**config.mk**
```make
export PLATFORM = sky130hd
export DESIGN_NAME = modem_lines_and_gpio
export DESIGN_NICKNAME = d
export VERILOG_FILES = /design/src/core/line_sync.v /design/src/core/modem_lines_and_gpio.v
export VERILOG_INCLUDE_DIRS = /design/src /design/src/core
export SDC_FILE = /design/constraint.sdc
export NUM_CORES = 1
export LEC_CHECK = 0
export ABC_AREA = 1
export BUFFER_PORTS_ARGS = -buffer_cell sky130_fd_sc_hd__buf_2
export CAP_MARGIN = 20
export CORE_MARGIN = 2
export CORE_UTILIZATION = 55
export CTS_CLUSTER_DIAMETER = 60
export CTS_CLUSTER_SIZE = 30
export DETAILED_ROUTE_END_ITERATION = 6
export PLACE_DENSITY = 0.8
export SLEW_MARGIN = 0
export SYNTH_ARGS = -nofsm -noshare
export SYNTH_HDL_FRONTEND = slang
export SYNTH_SLANG_ARGS = --single-unit
```
**constraint.sdc**
```tcl
create_clock -name clk -period 1.3 [get_ports clk]
set_input_delay 0.39 -clock clk [delete_from_list [all_inputs] [get_ports clk]]
set_output_delay 0.39 -clock clk [all_outputs]
set_load 0.02 [all_outputs]
```
**src/core/modem_lines_defines.vh**
```
// Register indices, field positions and reset values for the modem line and pin block.
// Assumes it is included by bare name from the design files under core/.
`ifndef MODEM_LINES_DEFINES_VH
`define MODEM_LINES_DEFINES_VH

`define ADDR_W           10
`define DATA_W           8
`define NUM_PINS         7
`define SYNC_W           11

`define REG_HS_MODE      10'h1FB
`define REG_DTR_SEL      10'h228
`define REG_DTR_LEVEL    10'h229
`define REG_PIN_DIR      10'h26F
`define REG_PIN_OUT      10'h270
`define REG_PIN_IN       10'h271
`define REG_PULL_UP      10'h272
`define REG_PULL_STRONG  10'h273
`define REG_GROUP_MASK   10'h274
`define REG_GROUP_DATA   10'h275
`define REG_ADC_RESULT   10'h2BD
`define REG_LINE_CTRL    10'h2C6
`define REG_LINE_STAT    10'h2C7
`define REG_IRQ_STATUS   10'h2C8
`define REG_IRQ_MASK     10'h2C9

`define PINS_RESET       7'h00
`define PIN_DTR          0
`define PIN_AUDIO        6

`define CTRL_RI_INPUT    0
`define CTRL_AUDIO_SEL   1
`define CTRL_W           2

`define EV_RING_START    0
`define EV_LINK_UP       1
`define EV_LINK_DOWN     2
`define EV_DSR_DROP      3
`define EV_W             4

`define LINE_HIGH        1'b1

`endif

```
**src/core/line_sync.v**
```verilog
// Two-stage synchroniser for a bundle of pin-level inputs.
// Assumes every bit is an independent level from outside the clock domain.
`timescale 1ns/10ps
`include "modem_lines_defines.vh"

module line_sync (
  input  wire                 clk,
  input  wire                 reset_n,
  input  wire [`SYNC_W-1:0]   async_in,
  input  wire [`SYNC_W-1:0]   reset_value,
  output reg  [`SYNC_W-1:0]   sync_out
);

  reg [`SYNC_W-1:0] stage_one;

  // Reset loads all-ones; the reset_value port has no effect, as the mask below is all ones.
  always @(posedge clk or negedge reset_n) begin
    if (!reset_n) begin
      stage_one <= {`SYNC_W{`LINE_HIGH}};
      sync_out  <= {`SYNC_W{`LINE_HIGH}};
    end else begin
      stage_one <= async_in;
      sync_out  <= stage_one & (reset_value | ~reset_value);
    end
  end

endmodule // line_sync

```
**src/core/modem_lines_and_gpio.v**
```verilog
// Modem handshake lines, serial idle levels and seven programmable pins with a register port.
// Assumes a same-clock serial engine, radio link state and converter result on the user side.
//
// Strobed register access and the register offsets were decided locally.
`timescale 1ns/10ps
`include "modem_lines_defines.vh"

module modem_lines_and_gpio (
  input  wire                  clk,
  input  wire                  reset_n,
  input  wire [`ADDR_W-1:0]    reg_addr,
  input  wire [`DATA_W-1:0]    reg_wdata,
  input  wire                  reg_write,
  input  wire                  reg_read,
  output reg  [`DATA_W-1:0]    reg_rdata,
  output wire                  irq,
  input  wire                  serial_tx_bit,
  input  wire                  serial_tx_active,
  output reg                   serial_tx_line,
  input  wire                  serial_rx_line,
  output wire                  serial_rx_bit,
  input  wire                  rx_has_room,
  output reg                   rts_n,
  input  wire                  cts_n,
  output wire                  tx_allowed,
  input  wire                  dsr_n,
  output reg                   drop_or_command_req,
  input  wire                  remote_setup,
  input  wire                  link_live,
  input  wire                  incoming_call_line_in,
  output reg                   incoming_call_line_out,
  output reg                   incoming_call_line_oe,
  output reg                   connection_live_line,
  input  wire                  audio_slave_clk_src,
  input  wire [`DATA_W-1:0]    adc_result,
  input  wire [`NUM_PINS-1:0]  programmable_pin_in,
  output reg  [`NUM_PINS-1:0]  programmable_pin_out,
  output reg  [`NUM_PINS-1:0]  programmable_pin_oe,
  output reg  [`NUM_PINS-1:0]  pull_up_select,
  output reg  [`NUM_PINS-1:0]  pull_strong
);

  reg  [`NUM_PINS-1:0]  pin_dir;
  reg  [`NUM_PINS-1:0]  pin_out_val;
  reg  [`NUM_PINS-1:0]  group_mask;
  reg                   hs_mode;
  reg                   dtr_owns_pin;
  reg                   dtr_asserted;
  reg  [`CTRL_W-1:0]    line_ctrl;
  reg  [`EV_W-1:0]      irq_status;
  reg  [`EV_W-1:0]      irq_mask;
  reg                   ring_prev;
  reg                   live_prev;
  reg                   dsr_asserted_prev;
  reg  [`NUM_PINS-1:0]  next_pin_out;
  reg  [`DATA_W-1:0]    next_rdata;
  wire [`SYNC_W-1:0]    sync_raw;
  wire [`SYNC_W-1:0]    synced;
  wire [`NUM_PINS-1:0]  pin_in_sync;
  wire                  ri_in_sync;
  wire                  cts_sync_n;
  wire                  dsr_sync_n;
  wire                  rx_sync;
  wire                  ring_now;
  wire                  dsr_asserted;
  wire [`EV_W-1:0]      events;
  wire [`EV_W-1:0]      w1c;
  wire                  wr_hs_mode;
  wire                  wr_dtr_sel;
  wire                  wr_dtr_level;
  wire                  wr_pin_dir;
  wire                  wr_pin_out;
  wire                  wr_pull_up;
  wire                  wr_pull_strong;
  wire                  wr_group_mask;
  wire                  wr_group_data;
  wire                  wr_line_ctrl;
  wire                  wr_irq_status;
  wire                  wr_irq_mask;

  // Pin levels and the far-side handshakes arrive asynchronously, so all pass two flops.
  assign sync_raw = {serial_rx_line, dsr_n, cts_n, incoming_call_line_in, programmable_pin_in};

  line_sync u_sync (
    .clk         (clk),
    .reset_n     (reset_n),
    .async_in    (sync_raw),
    .reset_value ({`SYNC_W{`LINE_HIGH}}),
    .sync_out    (synced)
  );

  assign pin_in_sync   = synced[`NUM_PINS-1:0];
  assign ri_in_sync    = synced[`NUM_PINS];
  assign cts_sync_n    = synced[`NUM_PINS+1];
  assign dsr_sync_n    = synced[`NUM_PINS+2];
  assign rx_sync       = synced[`NUM_PINS+3];
  assign serial_rx_bit = rx_sync;
  assign tx_allowed    = ~cts_sync_n;
  assign dsr_asserted  = ~dsr_sync_n;

  // A remote setting up a call that is not yet live counts as ringing.
  assign ring_now = remote_setup & ~link_live;

  assign events[`EV_RING_START] = ring_now & ~ring_prev;
  assign events[`EV_LINK_UP]    = link_live & ~live_prev;
  assign events[`EV_LINK_DOWN]  = ~link_live & live_prev;
  assign events[`EV_DSR_DROP]   = hs_mode & link_live &
                                  dsr_asserted_prev & ~dsr_asserted;

  // One strobe per writable index keeps each register process small.
  assign wr_hs_mode     = reg_write && (reg_addr == `REG_HS_MODE);
  assign wr_dtr_sel     = reg_write && (reg_addr == `REG_DTR_SEL);
  assign wr_dtr_level   = reg_write && (reg_addr == `REG_DTR_LEVEL);
  assign wr_pin_dir     = reg_write && (reg_addr == `REG_PIN_DIR);
  assign wr_pin_out     = reg_write && (reg_addr == `REG_PIN_OUT);
  assign wr_pull_up     = reg_write && (reg_addr == `REG_PULL_UP);
  assign wr_pull_strong = reg_write && (reg_addr == `REG_PULL_STRONG);
  assign wr_group_mask  = reg_write && (reg_addr == `REG_GROUP_MASK);
  assign wr_group_data  = reg_write && (reg_addr == `REG_GROUP_DATA);
  assign wr_line_ctrl   = reg_write && (reg_addr == `REG_LINE_CTRL);
  assign wr_irq_status  = reg_write && (reg_addr == `REG_IRQ_STATUS);
  assign wr_irq_mask    = reg_write && (reg_addr == `REG_IRQ_MASK);

  assign w1c = wr_irq_status ? reg_wdata[`EV_W-1:0] : {`EV_W{1'b0}};
  assign irq = |(irq_status & irq_mask);

  // Group writes touch only the masked pins, so several outputs change on one edge.
  always @* begin
    next_pin_out = pin_out_val;
    if (wr_pin_out) begin
      next_pin_out = reg_wdata[`NUM_PINS-1:0];
    end else if (wr_group_data) begin
      next_pin_out = (pin_out_val & ~group_mask) |
                     (reg_wdata[`NUM_PINS-1:0] & group_mask);
    end
  end

  always @* begin
    next_rdata = {`DATA_W{1'b0}};
    case (reg_addr)
      `REG_HS_MODE:     next_rdata[0] = hs_mode;
      `REG_DTR_SEL:     next_rdata[0] = dtr_owns_pin;
      `REG_DTR_LEVEL:   next_rdata[0] = dtr_asserted;
      `REG_PIN_DIR:     next_rdata[`NUM_PINS-1:0] = pin_dir;
      `REG_PIN_OUT:     next_rdata[`NUM_PINS-1:0] = pin_out_val;
      `REG_PIN_IN:      next_rdata[`NUM_PINS-1:0] = pin_in_sync;
      `REG_PULL_UP:     next_rdata[`NUM_PINS-1:0] = pull_up_select;
      `REG_PULL_STRONG: next_rdata[`NUM_PINS-1:0] = pull_strong;
      `REG_GROUP_MASK:  next_rdata[`NUM_PINS-1:0] = group_mask;
      `REG_GROUP_DATA:  next_rdata[`NUM_PINS-1:0] = pin_in_sync & group_mask;
      `REG_ADC_RESULT:  next_rdata = adc_result;
      `REG_LINE_CTRL:   next_rdata[`CTRL_W-1:0] = line_ctrl;
      `REG_LINE_STAT:   next_rdata[4:0] = {dsr_asserted, ~cts_sync_n, ri_in_sync,
                                           link_live, ring_now};
      `REG_IRQ_STATUS:  next_rdata[`EV_W-1:0] = irq_status;
      `REG_IRQ_MASK:    next_rdata[`EV_W-1:0] = irq_mask;
      default:          next_rdata = {`DATA_W{1'b0}};
    endcase
  end

  // One process per register; reset leaves every pin an input with a weak pull-down.
  always @(posedge clk or negedge reset_n) begin
    if (!reset_n) begin
      hs_mode <= 1'b0;
    end else if (wr_hs_mode) begin
      hs_mode <= reg_wdata[0];
    end
  end

  always @(posedge clk or negedge reset_n) begin
    if (!reset_n) begin
      dtr_owns_pin <= 1'b0;
    end else if (wr_dtr_sel) begin
      dtr_owns_pin <= reg_wdata[0];
    end
  end

  always @(posedge clk or negedge reset_n) begin
    if (!reset_n) begin
      dtr_asserted <= 1'b0;
    end else if (wr_dtr_level) begin
      dtr_asserted <= reg_wdata[0];
    end
  end

  always @(posedge clk or negedge reset_n) begin
    if (!reset_n) begin
      pin_dir <= `PINS_RESET;
    end else if (wr_pin_dir) begin
      pin_dir <= reg_wdata[`NUM_PINS-1:0];
    end
  end

  always @(posedge clk or negedge reset_n) begin
    if (!reset_n) begin
      pin_out_val <= `PINS_RESET;
    end else begin
      pin_out_val <= next_pin_out;
    end
  end

  always @(posedge clk or negedge reset_n) begin
    if (!reset_n) begin
      pull_up_select <= `PINS_RESET;
    end else if (wr_pull_up) begin
      pull_up_select <= reg_wdata[`NUM_PINS-1:0];
    end
  end

  always @(posedge clk or negedge reset_n) begin
    if (!reset_n) begin
      pull_strong <= `PINS_RESET;
    end else if (wr_pull_strong) begin
      pull_strong <= reg_wdata[`NUM_PINS-1:0];
    end
  end

  always @(posedge clk or negedge reset_n) begin
    if (!reset_n) begin
      group_mask <= `PINS_RESET;
    end else if (wr_group_mask) begin
      group_mask <= reg_wdata[`NUM_PINS-1:0];
    end
  end

  always @(posedge clk or negedge reset_n) begin
    if (!reset_n) begin
      line_ctrl <= {`CTRL_W{1'b0}};
    end else if (wr_line_ctrl) begin
      line_ctrl <= reg_wdata[`CTRL_W-1:0];
    end
  end

  always @(posedge clk or negedge reset_n) begin
    if (!reset_n) begin
      irq_mask <= {`EV_W{1'b0}};
    end else if (wr_irq_mask) begin
      irq_mask <= reg_wdata[`EV_W-1:0];
    end
  end

  // Read data stand for one cycle only, so an idle bus always shows zero.
  always @(posedge clk or negedge reset_n) begin
    if (!reset_n) begin
      reg_rdata <= {`DATA_W{1'b0}};
    end else begin
      reg_rdata <= reg_read ? next_rdata : {`DATA_W{1'b0}};
    end
  end

  // Event edges and sticky status; a new event wins over a clear in the same cycle.
  always @(posedge clk or negedge reset_n) begin
    if (!reset_n) begin
      ring_prev           <= 1'b0;
      live_prev           <= 1'b0;
      dsr_asserted_prev   <= 1'b0;
      irq_status          <= {`EV_W{1'b0}};
      drop_or_command_req <= 1'b0;
    end else begin
      ring_prev           <= ring_now;
      live_prev           <= link_live;
      dsr_asserted_prev   <= dsr_asserted;
      irq_status          <= (irq_status & ~w1c) | events;
      drop_or_command_req <= events[`EV_DSR_DROP];
    end
  end

  // Handshake and data-line outputs are registered and come out of reset high.
  always @(posedge clk or negedge reset_n) begin
    if (!reset_n) begin
      serial_tx_line         <= `LINE_HIGH;
      rts_n                  <= `LINE_HIGH;
      incoming_call_line_out <= `LINE_HIGH;
      incoming_call_line_oe  <= 1'b1;
      connection_live_line   <= `LINE_HIGH;
    end else begin
      serial_tx_line         <= serial_tx_active ? serial_tx_bit : `LINE_HIGH;
      rts_n                  <= ~rx_has_room;
      incoming_call_line_out <= ~ring_now;
      incoming_call_line_oe  <= ~line_ctrl[`CTRL_RI_INPUT];
      connection_live_line   <= ~link_live;
    end
  end

  // Per-pin output stage. Pin 0 yields to terminal-ready and pin 6 to the audio clock.
  // The audio clock is resampled here, so it is only usable well below half the clock rate.
  genvar i;
  generate
    for (i = 0; i < `NUM_PINS; i = i + 1) begin : g_pin
      always @(posedge clk or negedge reset_n) begin
        if (!reset_n) begin
          programmable_pin_out[i] <= 1'b0;
          programmable_pin_oe[i]  <= 1'b0;
        end else if (i == `PIN_DTR && dtr_owns_pin) begin
          programmable_pin_out[i] <= ~dtr_asserted;
          programmable_pin_oe[i]  <= 1'b1;
        end else if (i == `PIN_AUDIO && line_ctrl[`CTRL_AUDIO_SEL]) begin
          programmable_pin_out[i] <= audio_slave_clk_src;
          programmable_pin_oe[i]  <= 1'b1;
        end else begin
          programmable_pin_out[i] <= pin_out_val[i];
          programmable_pin_oe[i]  <= pin_dir[i];
        end
      end
    end
  endgenerate

endmodule // modem_lines_and_gpio

```
### After elaboration in Yosys (flattened, before gate mapping)

Index checks and enable logic that the tools add are counted.

* reductions and logical operators: 14
* bitwise operators: 25
* muxes and demuxes: 15
* eq/ne operators: 15

Operators with widths (number)
* equality test 10 bit (second input constant): 14
* one-hot mux 2 bit (11 select lines): 1
* AND 7 bit: 3
* one-hot mux 2 bit (8 select lines): 1
* one-hot mux 1 bit (15 select lines): 1
* two-way mux 7 bit: 2
* logical AND 1 bit: 12
* one-hot mux 1 bit (12 select lines): 1
* equality test 10 x 9 -> 1 bit (second input constant): 1
* inverter 1 bit: 9
* one-hot mux 1 bit (9 select lines): 1
* AND 4 bit: 2
* two-way mux 8 bit: 1
* AND 1 bit: 7
* inverter 7 bit: 1
* bitwise OR 7 bit: 1
* two-way mux 1 bit: 6
* two-way mux 4 bit: 1
* inverter 4 bit: 1
* bitwise OR 4 bit: 1
* OR reduction 4 bit: 1
* nonzero test 2 bit: 1

* output and inout port bits: 45
* logic and storage cells: 106
* flip-flop bits (word level): 101

### Depth between registers and ports, before layout

* depth in word-level cells: 6
* gate-level depth with buffers: 12

### Cells and area by module

A second synthesis with hierarchy kept.

* cell total of the unflattened synthesis: 520
* area total of the unflattened synthesis: 4589.4 sq um

Modules (own cells, without submodules)
* modem_lines_and_gpio: times used 1, seq. area each 1983.2 sq um, cells an instance 498, area an instance 4011.3 sq um
* line_sync: times used 1, seq. area each 578.1 sq um, cells an instance 22, area an instance 578.1 sq um

### Least setup slack after synthesis

OpenSTA, ideal clock, no wires.

* kind: input port to flip-flop
* from: input reg_addr[3]
* to: register pull_strong[4]
* cell stages on the path: 9
* buffers on the path: 1
* arrival time: 1.325 ns
* slack: -0.147 ns
* setup time: 0.123 ns
* data required time: 1.177 ns
* path through: inv_2 nand2_1 nor2_2 nand2_4 nor2_8 nand2_2 buf_2 nand2_1 o21ai_1

* longest elaborated chain between the ends: 2

Ends and longest elaborated chain
* from (decl): line modem_lines_and_gpio.v:11 `` input wire [`ADDR_W-1:0] reg_addr, ``
* equality test 10 bit
* logical AND 1 bit: line modem_lines_and_gpio.v:117 `` assign wr_pull_strong = reg_write && (reg_addr == `REG_PULL_STRONG); ``
* to (signal assigned): line modem_lines_and_gpio.v:212 `` pull_strong <= `PINS_RESET; ``
* to (signal assigned): line modem_lines_and_gpio.v:214 `` pull_strong <= reg_wdata[`NUM_PINS-1:0]; ``
* to (decl): line modem_lines_and_gpio.v:40 `` output reg [`NUM_PINS-1:0] pull_strong ``

No other way between the ends.
A chain may end at the register's enable or synchronous reset.

### Worst setup path after layout

* from: register irq_mask[1]
* to: output irq

* longest elaborated chain between the ends: 2

Ends and longest elaborated chain
* from (decl): line modem_lines_and_gpio.v:51 `` reg [`EV_W-1:0] irq_mask; ``
* from (signal assigned): line modem_lines_and_gpio.v:236 `` irq_mask <= {`EV_W{1'b0}}; ``
* from (signal assigned): line modem_lines_and_gpio.v:238 `` irq_mask <= reg_wdata[`EV_W-1:0]; ``
* AND 4 bit: line modem_lines_and_gpio.v:125 `assign irq = |(irq_status & irq_mask);`
* OR reduction 4 bit: line modem_lines_and_gpio.v:125
* to (decl): line modem_lines_and_gpio.v:16 `output wire irq,`

No other way between the ends.

==> impl_metrics.csv <==
group,metric,value,unit
outcome,status,"finished, violations left",
outcome,violations,"negative setup slack",
logic_synthesis,synth-simple-area-share,0.276,
timing,drv_slew,0,
worst_setup_path,crit_type,"flip-flop to primary output",
logic_synthesis,ys_top_cells_by_area,"dfrtp_1 41%, dfstp_2 16%, nand2_1 12%",
place,dp_cells,757,
timing,tightest_slew,0.470,ns
clocking,cts_tree,"built",
worst_setup_path,path_max_fanout,2,
worst_setup_path,r2r_start,"pull_strong[2]",
timing,fmax,616,MHz
clocking,htreeDepth,3,
cells_and_area,fin_util,0.864,
die,coreArea,0.00781,mm^2
cells_and_area,layout-drive-gt1-share,0.439,
die,initial_utilization,0.576,
global_routing,antenna_found_initial,0,
die,rows,32,
place,numPortBuffers,90,
die,ios,92,
global_routing,grt_first_pass_wirelength,23100,um
cells_and_area,antenna_cells,0,
worst_setup_path,cp-end-kind,"primary output",
global_routing,grt_pass1_vias,4601,
clocking,cts.sinks,101,
cells_and_area,syn_to_final_growth,50.1,%
logic_synthesis,post-synth-top-area-cell,"dfrtp_1",
place,gp_congestion,1.02,
die,die_h,94.4,um
logic_synthesis,synth_top_family_by_area,"simple AND/OR/NAND/NOR gates",
worst_setup_path,cp.arrival,1.23,ns
clocking,cts_buffer_depth,2,
cells_and_area,multi_input_area,0.00197,mm^2
clocking,cts-root-buf,"clkbuf_8",
route,wl,17600,um
logic_synthesis,synth_fa_ha_area_frac,0,
cells_and_area,stdcell_count,815,
timing,timing.setup.tns,-2.66,ns
worst_setup_path,startpoint,"irq_mask[1]",
logic_synthesis,synth.distinct_cells,29,
route,routedWlPerCell,21.6,um
place,dp_hpwl,10100,um
global_routing,grt_max_degree,35,
route,viasPerCell,5.94,
route,dr.pass1.iters,7,
logic_synthesis,synthXorXnorAreaFrac,0,
power_and_ir_drop,p_leak,3.32,nW
cells_and_area,nFillCells,415,
power_and_ir_drop,vdd_drop_max,0.000800,V
timing,setup_violations,43,
logic_synthesis,synth_ff_type,"dfrtp_1",
route,drc,0,
power_and_ir_drop,p_total,6.05,mW
logic_synthesis,syn-cell-area,0.00449,mm^2
timing,max_slew_margin,0.687,
logic_synthesis,async_reset_ff_frac,1.00,
timing,post-route-period-util,1.25,
flow_run,drv_cap,0,
route,ant_nets,0,
worst_hold_path,hold_class,"input port to flip-flop",
place,pre_cts_ws,-0.455,ns
timing,fin_skew,0.0204,ns
logic_synthesis,synth_nets,562,
die,dieArea,0.00891,mm^2
timing,finalCriticalPeriod,1.62,ns
logic_synthesis,synth_top_area_frac,0.412,
timing,hold_violations,0,
global_routing,track_usage,0.353,
global_routing,grt-ovfl-total,0,
logic_synthesis,yosysWarnings,0,
timing,rsz0062_at_grt,"yes",
clocking,numCtsBuffers,9,
logic_synthesis,syn_inst,515,
logic_synthesis,synthMuxAreaShare,0.00445,
worst_hold_path,min-delay-start,"programmable_pin_in[6]",
logic_synthesis,synth-edff-count,0,
timing,fin_ws,-0.323,ns
route,via_count,4844,
logic_synthesis,synth_compound_area_frac,0.0921,
clocking,clock_latency,0.39,ns
worst_setup_path,required,0.91,ns
cells_and_area,ff_latch_area,0.00256,mm^2
die,die_x,94.4,um
logic_synthesis,synth_seq_area_share,0.570,
route,drt_iter0_markers,543,
power_and_ir_drop,p_per_area,897,mW/mm^2
logic_synthesis,ys_ff_latch,101,
worst_setup_path,crit_path_start_kind,"flip-flop",
clocking,clk_pin_slew,0.11,ns
cells_and_area,nNetsFinal,755,
logic_synthesis,synth.avg_cell_area,8.73,um^2
-- per-stage QoR --
step	hold WS, ns	area, um^2
2_1_floorplan	0.0944	4640
3_3_place_gp	0.272	5660
3_5_place_dp	0.275	5660
4_1_cts	0.0960	6290
5_1_grt	0.0842	6750
6_report	0.0866	6750
-- path summary, 6_finish.rpt --
path / endpoint / depth (start not counted) / slack [ns]
max: irq / 3 / -0.32
min: u_sync.stage_one[6] / 1 / 0.09
max reg2reg: reg_rdata[2] / 7 / -0.02
min reg2reg: u_sync.sync_out[1] / 0 / 0.36
max in group asynchronous: u_sync.sync_out[5] / 3 / 0.35
min in group asynchronous: programmable_pin_out[2] / 2 / 0.40
-- power by group --
part           leakage [nW]  internal, mW  switching (mW)
registers              1.21          3.26          0.0588
clock network        0.0909         0.737            1.26
logic                  2.01         0.308           0.433
total                  3.32          4.30            1.75
-- kinds of logic (layout without fill, tap and decap cells) --
group | Yosys count | count (layout)
flops | 101 | 101
buf+inv | 61 | 259
simple gates | 271 | 271
compound gates | 80 | 80
mux | 2 | 2
-- cell usage in the layout, fill, tap and decap left out, types with 3 or more instances in the layout --
cell      netlist  final
nand2_1       148    133
buf_4           0     86
dfrtp_1        74     74
buf_6           3     56
o21ai_1        47     45
nor2_1         57     44
buf_2           5     40
inv_1          42     39
dfstp_2        27     27
nand4_1        20     20
nand2_2         8     14
o21ai_0        18     14
nand3_1        17     13
nor2_2          5     11
nor2_4          3     10
a21oi_1        11      9
clkbuf_8        0      9
inv_2          10      7
buf_12          0      7
nand2_4         2      6
nand2_8         0      5
o21ai_2         0      4
inv_12          0      3
inv_6           0      3
nor2_8          3      3
nand3_2         0      3
-- repair_timing --
| item | 4_1_cts | 5_1_grt |
|---|---|---|
| resized for setup | 77 | 94 |
| setup buffers | 25 | 14 |
| pin swaps | 12 | 26 |
| hold endpoints to repair | 4 | 0 |
| gates cloned | 0 | 2 |
| endpoints found under the setup margin | 53 | 71 |
| hold buffers | 1 | 0 |
-- registers in the layout (all words and copies together), names as in the netlist, 2 cells and up, named ones only --
signal and cells:
u_sync.stage_one 11, u_sync.sync_out 11, reg_rdata 8, group_mask 7
pin_dir 7, programmable_pin_oe 7, programmable_pin_out 7, pull_strong 7
pull_up_select 7, irq_mask 4, irq_status 4, line_ctrl 2
-- layer usage --
| layer | routed length (um) | GRT usage | up-vias |
|---|---|---|---|
| met5 | 0 | 0 | - |
| met4 | 1210 | 0.186 | 0 |
| met3 | 1790 | 0.0766 | 123 |
| met2 | 8240 | 0.567 | 382 |
| met1 | 6400 | 0.452 | 2285 |
| li1 | - | - | 2054 |
-- area by class of cell --
class                           count  share of cell area
Sequential cell                   101               0.380
Timing Repair Buffer              191               0.243
Tap cell                          102              0.0189
Inverter                           52              0.0384
Clock inverter                      7             0.00964
Clock buffer                        9              0.0184
Multi-Input combinational cell    353               0.292
-- worst max-delay path, stage by stage (launching register included) --
cell and delay [ns]:
dfrtp_1 0.43, nand2_1 0.10, nand4_1 0.16, buf_6 0.17
-- synth_stat cells (8+ instances only) --
master and n:
nand2_1 148, dfrtp_1 74, nor2_1 57, o21ai_1 47, inv_1 42, dfstp_2 27, nand4_1 20, o21ai_0 18
nand3_1 17, a21oi_1 11, inv_2 10, nand2_2 8
Note: power is estimated with default switching activity, not from simulation.
